$ cat config.mk
export PLATFORM = sky130hd
export DESIGN_NAME = mcff_bank
export DESIGN_NICKNAME = d
export VERILOG_FILES = /design/src/mcff_pkg.sv /design/src/mcff_flag_if.sv /design/src/mcff_bank.sv /design/src/mcff_flag_unit.sv /design/src/mcff_irq_timer.sv
export VERILOG_INCLUDE_DIRS = /design/src /design/src/src
export SDC_FILE = /design/constraint.sdc
export NUM_CORES = 1
export LEC_CHECK = 0
export BUFFER_PORTS_ARGS = -buffer_cell sky130_fd_sc_hd__buf_2
export CELL_PAD_IN_SITES_DETAIL_PLACEMENT = 2
export CELL_PAD_IN_SITES_GLOBAL_PLACEMENT = 2
export CORE_UTILIZATION = 36
export CTS_CLUSTER_SIZE = 8
export DETAILED_ROUTE_END_ITERATION = 12
export GPL_TIMING_DRIVEN = 0
export HOLD_SLACK_MARGIN = 0.12
export PLACE_DENSITY = 0.93
export SYNTH_ARGS = -nofsm -noshare
export SYNTH_HDL_FRONTEND = slang
export SYNTH_SLANG_ARGS = --single-unit
$ cat constraint.sdc
create_clock -name clk_sys -period 4.1 [get_ports clk_sys]
set_input_delay 0.205 -clock clk_sys [delete_from_list [all_inputs] [get_ports clk_sys]]
set_output_delay 0.205 -clock clk_sys [all_outputs]
set_load 0.02 [all_outputs]
$ cat src/mcff_defs.svh
/*
 * Register offsets, field positions, reset values and timing counts of
 * the mode control and event flag bank. Included by the bank, flag unit and interrupt timer sources.
 */
`ifndef MCFF_DEFS_SVH
`define MCFF_DEFS_SVH

`define MCFF_ADDR_W 8
`define MCFF_OFS_MODE 8'h01
`define MCFF_OFS_FLAG 8'h02
`define MCFF_OFS_IRQ_EN 8'h03
`define MCFF_OFS_CFG 8'h04
`define MCFF_OFS_SINK 8'h10
`define MCFF_OFS_CCFG 8'h1b

`define MCFF_BIT_BL_ON 0
`define MCFF_BIT_AUTO 1
`define MCFF_BIT_SYNC 2
`define MCFF_BIT_GDI 3
`define MCFF_BIT_DIM 4
`define MCFF_BIT_ACT 5
`define MCFF_BIT_RETRIG 6

`define MCFF_MODE_MASK 8'h7f
`define MCFF_FLAG_MASK 8'h1f
`define MCFF_MODE_RST 8'h00
`define MCFF_FLAG_RST 8'h00
`define MCFF_IRQ_EN_RST 8'h00
`define MCFF_CFG_RST 8'h00
`define MCFF_SINK_RST 8'h00
`define MCFF_CCFG_RST 8'h00

`define MCFF_BLV_LSB 3
`define MCFF_BLV_MASK 8'h18

`define MCFF_CLK_MHZ 100
`define MCFF_GAP_US 50
`define MCFF_GAP_CYC (`MCFF_GAP_US * `MCFF_CLK_MHZ)

`endif

$ cat src/mcff_pkg.sv
/*
 * Types of the mode control and event flag bank.
 * Assumes mcff_defs.svh is on the include path.
 */
package mcff_pkg;
    typedef logic [7:0] mcff_byte_t;
    typedef logic [4:0] mcff_flags_t;
    typedef logic [1:0] mcff_level_t;
    typedef enum logic [1:0] {MCFF_IRQ_IDLE, MCFF_IRQ_ON, MCFF_IRQ_GAP}
        mcff_irq_state_t;
endpackage
$ cat src/mcff_flag_if.sv
/*
 * Interface between the bank top and its event flag unit.
 * Assumes one clock domain owned by the top.
 */
`timescale 1ns/1ps
`default_nettype none
interface mcff_flag_if;
    import mcff_pkg::*;
    mcff_flags_t evt;
    mcff_flags_t clr;
    mcff_flags_t flags;
    modport bank (output evt, output clr, input flags);
    modport unit (input evt, input clr, output flags);
endinterface
`default_nettype wire

$ cat src/mcff_bank.sv
/*
 * Mode control and event flag register bank of an LED driver.
 * Assumes the serial interface decoder hands over one byte access per
 * strobe, with a read data byte expected in the following cycle.
 */
// Summary of operation
// - Retrigger set: interrupt drops 50 us on clear try, back if pending.
// - Retrigger clear: interrupt stays asserted while events pend.
// - Active bit one runs device; zero is standby, serial port only.
// - Dim timeout expiry sets dim bit in hardware while backlight enabled.
// - Host may set dim bit; dim works only with backlight enabled.
// - Step-down inhibit: gain rises freely, falls only with LEDs off.
// - Inhibit clear: pump gain moves up and down with load.
// - Sync sink bit one turns independent sinks on, no per-sink enables.
// - Sync sink bit zero turns them off; ignored if per-sink enable set.
// - Auto level follows level two/three comparators when enabled.
// - Auto level off: backlight uses host brightness level field.
// - Backlight runs only when enabled and active.
// - Short-circuit detection sets the short flag.
// - Overtemperature detection sets the thermal flag.
// - Overvoltage detection sets the overvoltage flag.
// - Second comparator change sets second sensor flag.
// - Main comparator change sets main sensor flag.
// - Writing one clears a flag; zero writes and reads leave it.
// - Flags reach interrupt only when enabled; flags still set.
// - Auto level writes the brightness field, overwriting host value.
`timescale 1ns/1ps
`default_nettype none
`include "mcff_defs.svh"
module mcff_bank
    import mcff_pkg::*;
#(
    parameter int unsigned GAP_CYC = `MCFF_GAP_CYC
)
(
    input wire logic clk_sys,
    input wire logic rst_b,
    input wire logic reg_wr,
    input wire logic reg_rd,
    input wire logic [7:0] reg_addr,
    input wire logic [7:0] reg_wdata,
    output logic [7:0] reg_rdata,
    input wire logic short_detect,
    input wire logic thermal_detect,
    input wire logic overvolt_detect,
    input wire logic main_sensor_input,
    input wire logic second_sensor_input,
    input wire logic level_two_compare_out,
    input wire logic level_three_compare_out,
    input wire logic dim_timeout,
    input wire logic all_leds_off,
    input wire logic gain_up_req,
    input wire logic gain_down_req,
    output logic irq_out,
    output logic active_not_standby,
    output logic core_enable,
    output logic backlight_run,
    output logic dim_run,
    output logic [1:0] level_run,
    output logic gain_step_up,
    output logic gain_step_down,
    output logic independent_sink_run
);
    mcff_byte_t mode_q, mode_d;
    mcff_byte_t irq_en_q, irq_en_d;
    mcff_byte_t cfg_q, cfg_d;
    mcff_byte_t sink_q, sink_d;
    mcff_byte_t ccfg_q, ccfg_d;
    mcff_byte_t rdata_q, rdata_d;
    logic main_q, second_q, sync_q, sync_d;
    mcff_flags_t evt;
    mcff_flags_t clr;
    logic clear_try;
    logic auto_on;
    mcff_level_t auto_level;
    mcff_flag_if fl_if ();

    function automatic logic hit(input logic [7:0] a, input logic [7:0] o);
        hit = (a == o);
    endfunction

    assign auto_on = mode_q[`MCFF_BIT_AUTO] && (ccfg_q[1:0] != 2'b00);
    // Level three wins when both comparators trip: darkest level
    assign auto_level = level_three_compare_out ? 2'b10 :
                        level_two_compare_out ? 2'b01 : 2'b00;

    always_comb
    begin
        mode_d = mode_q;
        irq_en_d = irq_en_q;
        cfg_d = cfg_q;
        sink_d = sink_q;
        ccfg_d = ccfg_q;
        sync_d = sync_q;
        clr = 5'h00;
        clear_try = 1'b0;
        if (reg_wr)
        begin
            if (hit(reg_addr, `MCFF_OFS_MODE))
            begin
                mode_d = reg_wdata & `MCFF_MODE_MASK;
                // Sync bit acts only with no per-sink enable set
                if (sink_q[6:0] == 7'h00)
                    sync_d = reg_wdata[`MCFF_BIT_SYNC];
            end
            if (hit(reg_addr, `MCFF_OFS_FLAG))
            begin
                clr = reg_wdata[4:0];
                clear_try = (reg_wdata[4:0] != 5'h00);
            end
            if (hit(reg_addr, `MCFF_OFS_IRQ_EN))
                irq_en_d = reg_wdata & `MCFF_FLAG_MASK;
            if (hit(reg_addr, `MCFF_OFS_CFG))
                cfg_d = reg_wdata & 8'h7f;
            if (hit(reg_addr, `MCFF_OFS_SINK))
                sink_d = reg_wdata & 8'h7f;
            if (hit(reg_addr, `MCFF_OFS_CCFG))
                ccfg_d = reg_wdata & 8'h03;
        end
        if (dim_timeout && mode_q[`MCFF_BIT_BL_ON])
            mode_d[`MCFF_BIT_DIM] = 1'b1;
        if (!mode_d[`MCFF_BIT_BL_ON])
            mode_d[`MCFF_BIT_DIM] = 1'b0;
        if (auto_on)
            cfg_d[4:3] = auto_level;
    end

    always_comb
    begin
        rdata_d = rdata_q;
        if (reg_rd)
        begin
            case (reg_addr)
                `MCFF_OFS_MODE: rdata_d = mode_q;
                `MCFF_OFS_FLAG: rdata_d = {3'b000, fl_if.flags};
                `MCFF_OFS_IRQ_EN: rdata_d = irq_en_q;
                `MCFF_OFS_CFG: rdata_d = cfg_q;
                `MCFF_OFS_SINK: rdata_d = sink_q;
                `MCFF_OFS_CCFG: rdata_d = ccfg_q;
                default: rdata_d = 8'h00;
            endcase
        end
    end

    always_comb
    begin
        evt[4] = short_detect;
        evt[3] = thermal_detect;
        evt[2] = overvolt_detect;
        evt[1] = second_sensor_input ^ second_q;
        evt[0] = main_sensor_input ^ main_q;
    end

    assign fl_if.evt = evt;
    assign fl_if.clr = clr;

    always_ff @(posedge clk_sys)
    begin
        if (!rst_b)
        begin
            mode_q <= `MCFF_MODE_RST;
            irq_en_q <= `MCFF_IRQ_EN_RST;
            cfg_q <= `MCFF_CFG_RST;
            sink_q <= `MCFF_SINK_RST;
            ccfg_q <= `MCFF_CCFG_RST;
            rdata_q <= 8'h00;
            sync_q <= 1'b0;
            main_q <= 1'b0;
            second_q <= 1'b0;
        end
        else
        begin
            mode_q <= mode_d;
            irq_en_q <= irq_en_d;
            cfg_q <= cfg_d;
            sink_q <= sink_d;
            ccfg_q <= ccfg_d;
            rdata_q <= rdata_d;
            sync_q <= sync_d;
            main_q <= main_sensor_input;
            second_q <= second_sensor_input;
        end
    end

    mcff_flag_unit u_flags (
        .clk_sys(clk_sys),
        .rst_b(rst_b),
        .fl(fl_if.unit)
    );

    mcff_irq_timer #(.GAP_CYC(GAP_CYC)) u_irq (
        .clk_sys(clk_sys),
        .rst_b(rst_b),
        .pending(|(fl_if.flags & irq_en_q[4:0])),
        .clear_try(clear_try),
        .retrigger(mode_q[`MCFF_BIT_RETRIG]),
        .irq(irq_out)
    );

    assign reg_rdata = rdata_q;
    assign active_not_standby = mode_q[`MCFF_BIT_ACT];
    // Standby keeps only the serial interface alive
    assign core_enable = mode_q[`MCFF_BIT_ACT];
    assign backlight_run = mode_q[`MCFF_BIT_BL_ON] &&
        mode_q[`MCFF_BIT_ACT];
    assign dim_run = backlight_run && mode_q[`MCFF_BIT_DIM];
    assign level_run = cfg_q[4:3];
    assign gain_step_up = core_enable && gain_up_req;
    assign gain_step_down = core_enable && gain_down_req &&
        (!mode_q[`MCFF_BIT_GDI] || all_leds_off);
    assign independent_sink_run = core_enable && sync_q;
endmodule
`default_nettype wire

$ cat src/mcff_flag_unit.sv
/*
 * Sticky event flags, cleared by writing one.
 * Assumes event and clear inputs are one-cycle and synchronous.
 */
`timescale 1ns/1ps
`default_nettype none
`include "mcff_defs.svh"
module mcff_flag_unit
    import mcff_pkg::*;
(
    input wire logic clk_sys,
    input wire logic rst_b,
    mcff_flag_if.unit fl
);
    mcff_flags_t flags_q;
    mcff_flags_t flags_d;

    always_comb
    begin
        // Set beats clear in the same cycle
        flags_d = (flags_q & ~fl.clr) | fl.evt;
    end

    always_ff @(posedge clk_sys)
    begin
        if (!rst_b)
            flags_q <= mcff_flags_t'(`MCFF_FLAG_RST);
        else
            flags_q <= flags_d;
    end

    assign fl.flags = flags_q;
endmodule
`default_nettype wire

$ cat src/mcff_irq_timer.sv
/*
 * Interrupt output sequencer with optional retrigger gap.
 * Assumes pending and clear strobe are synchronous to clk_sys.
 */
`timescale 1ns/1ps
`default_nettype none
`include "mcff_defs.svh"
module mcff_irq_timer
    import mcff_pkg::*;
#(
    parameter int unsigned GAP_CYC = `MCFF_GAP_CYC
)
(
    input wire logic clk_sys,
    input wire logic rst_b,
    input wire logic pending,
    input wire logic clear_try,
    input wire logic retrigger,
    output logic irq
);
    mcff_irq_state_t st_q;
    mcff_irq_state_t st_d;
    logic [12:0] cnt_q;
    logic [12:0] cnt_d;

    always_comb
    begin
        st_d = st_q;
        cnt_d = cnt_q;
        case (st_q)
            MCFF_IRQ_IDLE:
            begin
                if (pending)
                    st_d = MCFF_IRQ_ON;
            end
            MCFF_IRQ_ON:
            begin
                if (clear_try && retrigger)
                begin
                    st_d = MCFF_IRQ_GAP;
                    cnt_d = 13'(GAP_CYC - 1);
                end
                else if (!pending)
                    st_d = MCFF_IRQ_IDLE;
            end
            MCFF_IRQ_GAP:
            begin
                // Counted on clk_sys so the gap is exact
                if (cnt_q == 13'h0000)
                    st_d = pending ? MCFF_IRQ_ON : MCFF_IRQ_IDLE;
                else
                    cnt_d = cnt_q - 13'h0001;
            end
            default:
                st_d = MCFF_IRQ_IDLE;
        endcase
    end

    always_ff @(posedge clk_sys)
    begin
        if (!rst_b)
        begin
            st_q <= MCFF_IRQ_IDLE;
            cnt_q <= 13'h0000;
        end
        else
        begin
            st_q <= st_d;
            cnt_q <= cnt_d;
        end
    end

    assign irq = (st_q == MCFF_IRQ_ON);
endmodule
`default_nettype wire

==> impl_metrics.env <==
export IMPL_fin_skew_ns=0.0103
export IMPL_core_area_um2=7890
export IMPL_htreeDepth=3
export IMPL_path_max_fanout=7
export IMPL_synth_edf_count=0
export IMPL_clk_path_buf_depth=2
export IMPL_cts_inserted_buffers=9
export IMPL_critPathSlowestCell="or3b_2"
export IMPL_clock_fmax_mhz=390
export IMPL_netlist_area_um2=3000
export IMPL_maxCapViolations=0
export IMPL_final_area_um2=3580
export IMPL_fin_util_pct=45.4
export IMPL_synth_seq_area_share_pct=38.7
export IMPL_synthToLayoutAreaGrowth_pct=19.3
export IMPL_maxSlewHeadroom_pct=46.8
export IMPL_antenna_diode_count=0
export IMPL_power_density_nw_per_um2=375
export IMPL_ctsHoldBuffers=5
export IMPL_r2r_start="u_irq.cnt_q[0]"
export IMPL_netlist_area_leader_share_pct=38.7
export IMPL_postCtsSetupBuffers=0
export IMPL_cts_sinks=58
export IMPL_fin_crit_ns=2.57
export IMPL_cpPeakStageDelay_ns=0.51
export IMPL_worstHoldStart="reg_wdata[5]"
export IMPL_rr_worst_depth=8
export IMPL_power_share_sequential_pct=44.7
export IMPL_swShare_pct=30.7
export IMPL_drive_gt1_share_pct=20.3
export IMPL_clock_root_buffer="clkbuf_8"
export IMPL_worst_setup_path_end_kind="flop"
export IMPL_setup_tns_ns=0
export IMPL_ys_warn_count=0
export IMPL_port_buffers=44
export IMPL_tritoncts="done"
export IMPL_synth_async_reset_ratio_pct=0
export IMPL_antenna_found_initial=0
export IMPL_route_vias_total=3152
export IMPL_grt_pass1_wl_um=19800
export IMPL_ys_flop_type="dfxtp_1"
export IMPL_irDropWorstVdd_mv=0.161
export IMPL_cts_repair_resized=0
export IMPL_power_leakage_uw=0.00149
export IMPL_first_pass_iters=5
export IMPL_synth_seq_cells=58
export IMPL_critPathKind="reg2reg"
export IMPL_gp_congestion=0.828
export IMPL_clkTransAtPathRegs_ns=0.07
export IMPL_clock_latency_ns=0.36
export IMPL_required_ns=4.37
export IMPL_hold_viol=0
export IMPL_holdPathStages=3
export IMPL_grt_pass1_vias=3535
export IMPL_dr_first_iter_drc_count=154
export IMPL_rsz0062_at_grt="no"
export IMPL_p_switching_uw=412
export IMPL_min_path_type="in2reg"
export IMPL_synth_largest_area_cell="dfxtp_1"
export IMPL_cp_arrival_ns=2.84
export IMPL_die_w_um=93.3
export IMPL_hpwl_um=8210
export IMPL_avgSynthCellArea_um2=8.51
export IMPL_ys_top_cells_by_area="dfxtp_1, mux2i_1, a21oi_1"
export IMPL_setup_viol=0
export IMPL_die_h_um=93.3
export IMPL_max_slew_worst_pin_slew_ns=0.791
export IMPL_final_nets=450
export IMPL_grt_max_degree=11
export IMPL_place_area_um2=3350
export IMPL_die_area_um2=8710
export IMPL_rows=32
export IMPL_viasPerCell=6.06
export IMPL_intPower_uw=931
export IMPL_clkPwrFrac_pct=38.2
export IMPL_grt_remaining_overflow=0
export IMPL_drt_wl_total_um=12600
export IMPL_cp_start_kind="flop"
export IMPL_worstReg2RegEnd="u_irq.cnt_q[12]"
export IMPL_status="completed"
export IMPL_slew_violations=0
export IMPL_hold_end="cfg_q[5]"
export IMPL_synth_cell_types=55
export IMPL_ant_nets=0
export IMPL_ioPinCount=49
export IMPL_start_util_pct=38.1
export IMPL_period_share_pct=62.6
export IMPL_r2r_slack_ns=1.53
export IMPL_wl_per_cell_um=24.2
export IMPL_syn_inst=353
export IMPL_syn_nets=390
export IMPL_drc=0
export IMPL_power_frac_comb_pct=17.1
export IMPL_crit_chain="inv_1 -> ha_1 -> or3b_2 -> or2_2 -> clkbuf_1 -> o31ai_1 -> a31oi_1 -> a311oi_2"
export IMPL_grt_util_all_layers_pct=31.1
-- synth_stat cells (2+ instances only) --
cell type and count:
nor4_1 3, a22o_1 3, a32o_1 4, and4_1 3
nor2b_1 5, or4_1 3, nand4_1 4, a221oi_1 2
buf_2 3, dfxtp_1 58, a31oi_1 14, nand2_1 37
a22oi_1 10, a21oi_1 28, o21a_1 4, or3b_2 2
o21ai_0 12, o31ai_1 4, mux2i_1 16, nor4_4 2
inv_1 9, a311oi_2 4, nand3_1 20, nor3_1 10
xor2_1 2, ha_1 6, nor2_1 26, nand2b_1 3
and3_1 2, and2_1 6, buf_4 5, a311oi_1 2
clkbuf_1 15, or3_1 5
-- layer usage --
layer	global-route usage, %	wire [um]
met4	18.5	585
met5	0	0
met1	35.5	5150
met2	53.9	6180
met3	5.77	640
-- layout by cell type (no fill, tap or decap), types with 5 or more instances in the layout --
cell type,count
dfxtp_1,58
buf_2,47
nand2_1,37
a21oi_1,28
nor2_1,26
nand3_1,20
clkbuf_1,17
mux2i_1,16
a31oi_1,14
o21ai_0,12
clkbuf_8,12
nor3_1,10
a22oi_1,10
inv_1,9
and2_1,6
ha_1,6
or3_1,5
nor2b_1,5
buf_4,5
dlygate4sd3_1,5
-- layout make-up --
cell class              count  area (um2)
flip-flops and latches     58        1160
inverters                   9        33.8
multi-input cells         261        1680
well taps                 102         128
repair buffers             49         270
fillers                   924        4300
clock buffers              14         173
clock inverters             2        10.0
plain buffers              25         125
-- flip-flops by register name (all words and copies together) (netlist names) --
name / flops
u_irq.cnt_q: 13
cfg_q: 7
mode_q: 7
reg_rdata: 7
sink_q: 7
irq_en_q: 5
u_flags.fl.flags: 5
ccfg_q: 2
u_irq.st_q: 2
main_q: 1
second_q: 1
sync_q: 1
-- logic make-up after synthesis --
family / Yosys count / synth area share (%)
simple gates: 138 / 24.5
flops: 58 / 38.7
buf+inv: 34 / 5.29
mux: 17 / 5.71
other cells: 1 / 0.125
fa+ha+maj: 6 / 2.50
compound gates: 97 / 22.6
xor+xnor: 2 / 0.583
-- per-stage QoR --
stage	setup slack [ns]	hold WS (ns)	total power (uW)	std cells
4_1_cts	1.55	0.150	1350	520
2_1_floorplan	2.03	0.322	747	353
5_1_grt	1.39	0.169	1390	520
3_3_place_gp	1.86	0.411	806	499
3_5_place_dp	1.68	0.427	825	499
6_report	1.53	0.155	1340	520
-- power groups by stage --
stage	clock (uW)	sequential [uW]	combinational, uW
final	513	600	230
after global routing	544	601	246
after CTS	519	599	229
after detailed placement	0	611	214
after global placement	0	608	198
after floorplan	0	606	140
-- worst max path at each step --
| stage | endpoint | cells after the start | start |
|---|---|---|---|
| after floorplan | u_irq.cnt_q[12] | 8 | u_irq.cnt_q[0] |
| after global placement | u_irq.cnt_q[12] | 8 | u_irq.cnt_q[0] |
| after detailed placement | u_irq.cnt_q[12] | 8 | u_irq.cnt_q[0] |
| after CTS | u_irq.cnt_q[12] | 8 | u_irq.cnt_q[0] |
| after global routing | u_irq.cnt_q[12] | 8 | u_irq.cnt_q[0] |
| final | u_irq.cnt_q[12] | 8 | u_irq.cnt_q[0] |
-- worst max-delay path, delay by kind of cell (launching register included) --
| kind | cells | cell delay (ns) |
|---|---|---|
| adders and majority gates | 1 | 0.21 |
| and+or+nand+nor | 2 | 0.80 |
| AOI/OAI and AO/OA | 3 | 0.73 |
| DFF | 1 | 0.39 |
| buffers and inverters | 2 | 0.35 |
No activity file was read; power rests on OpenSTA's default activity.
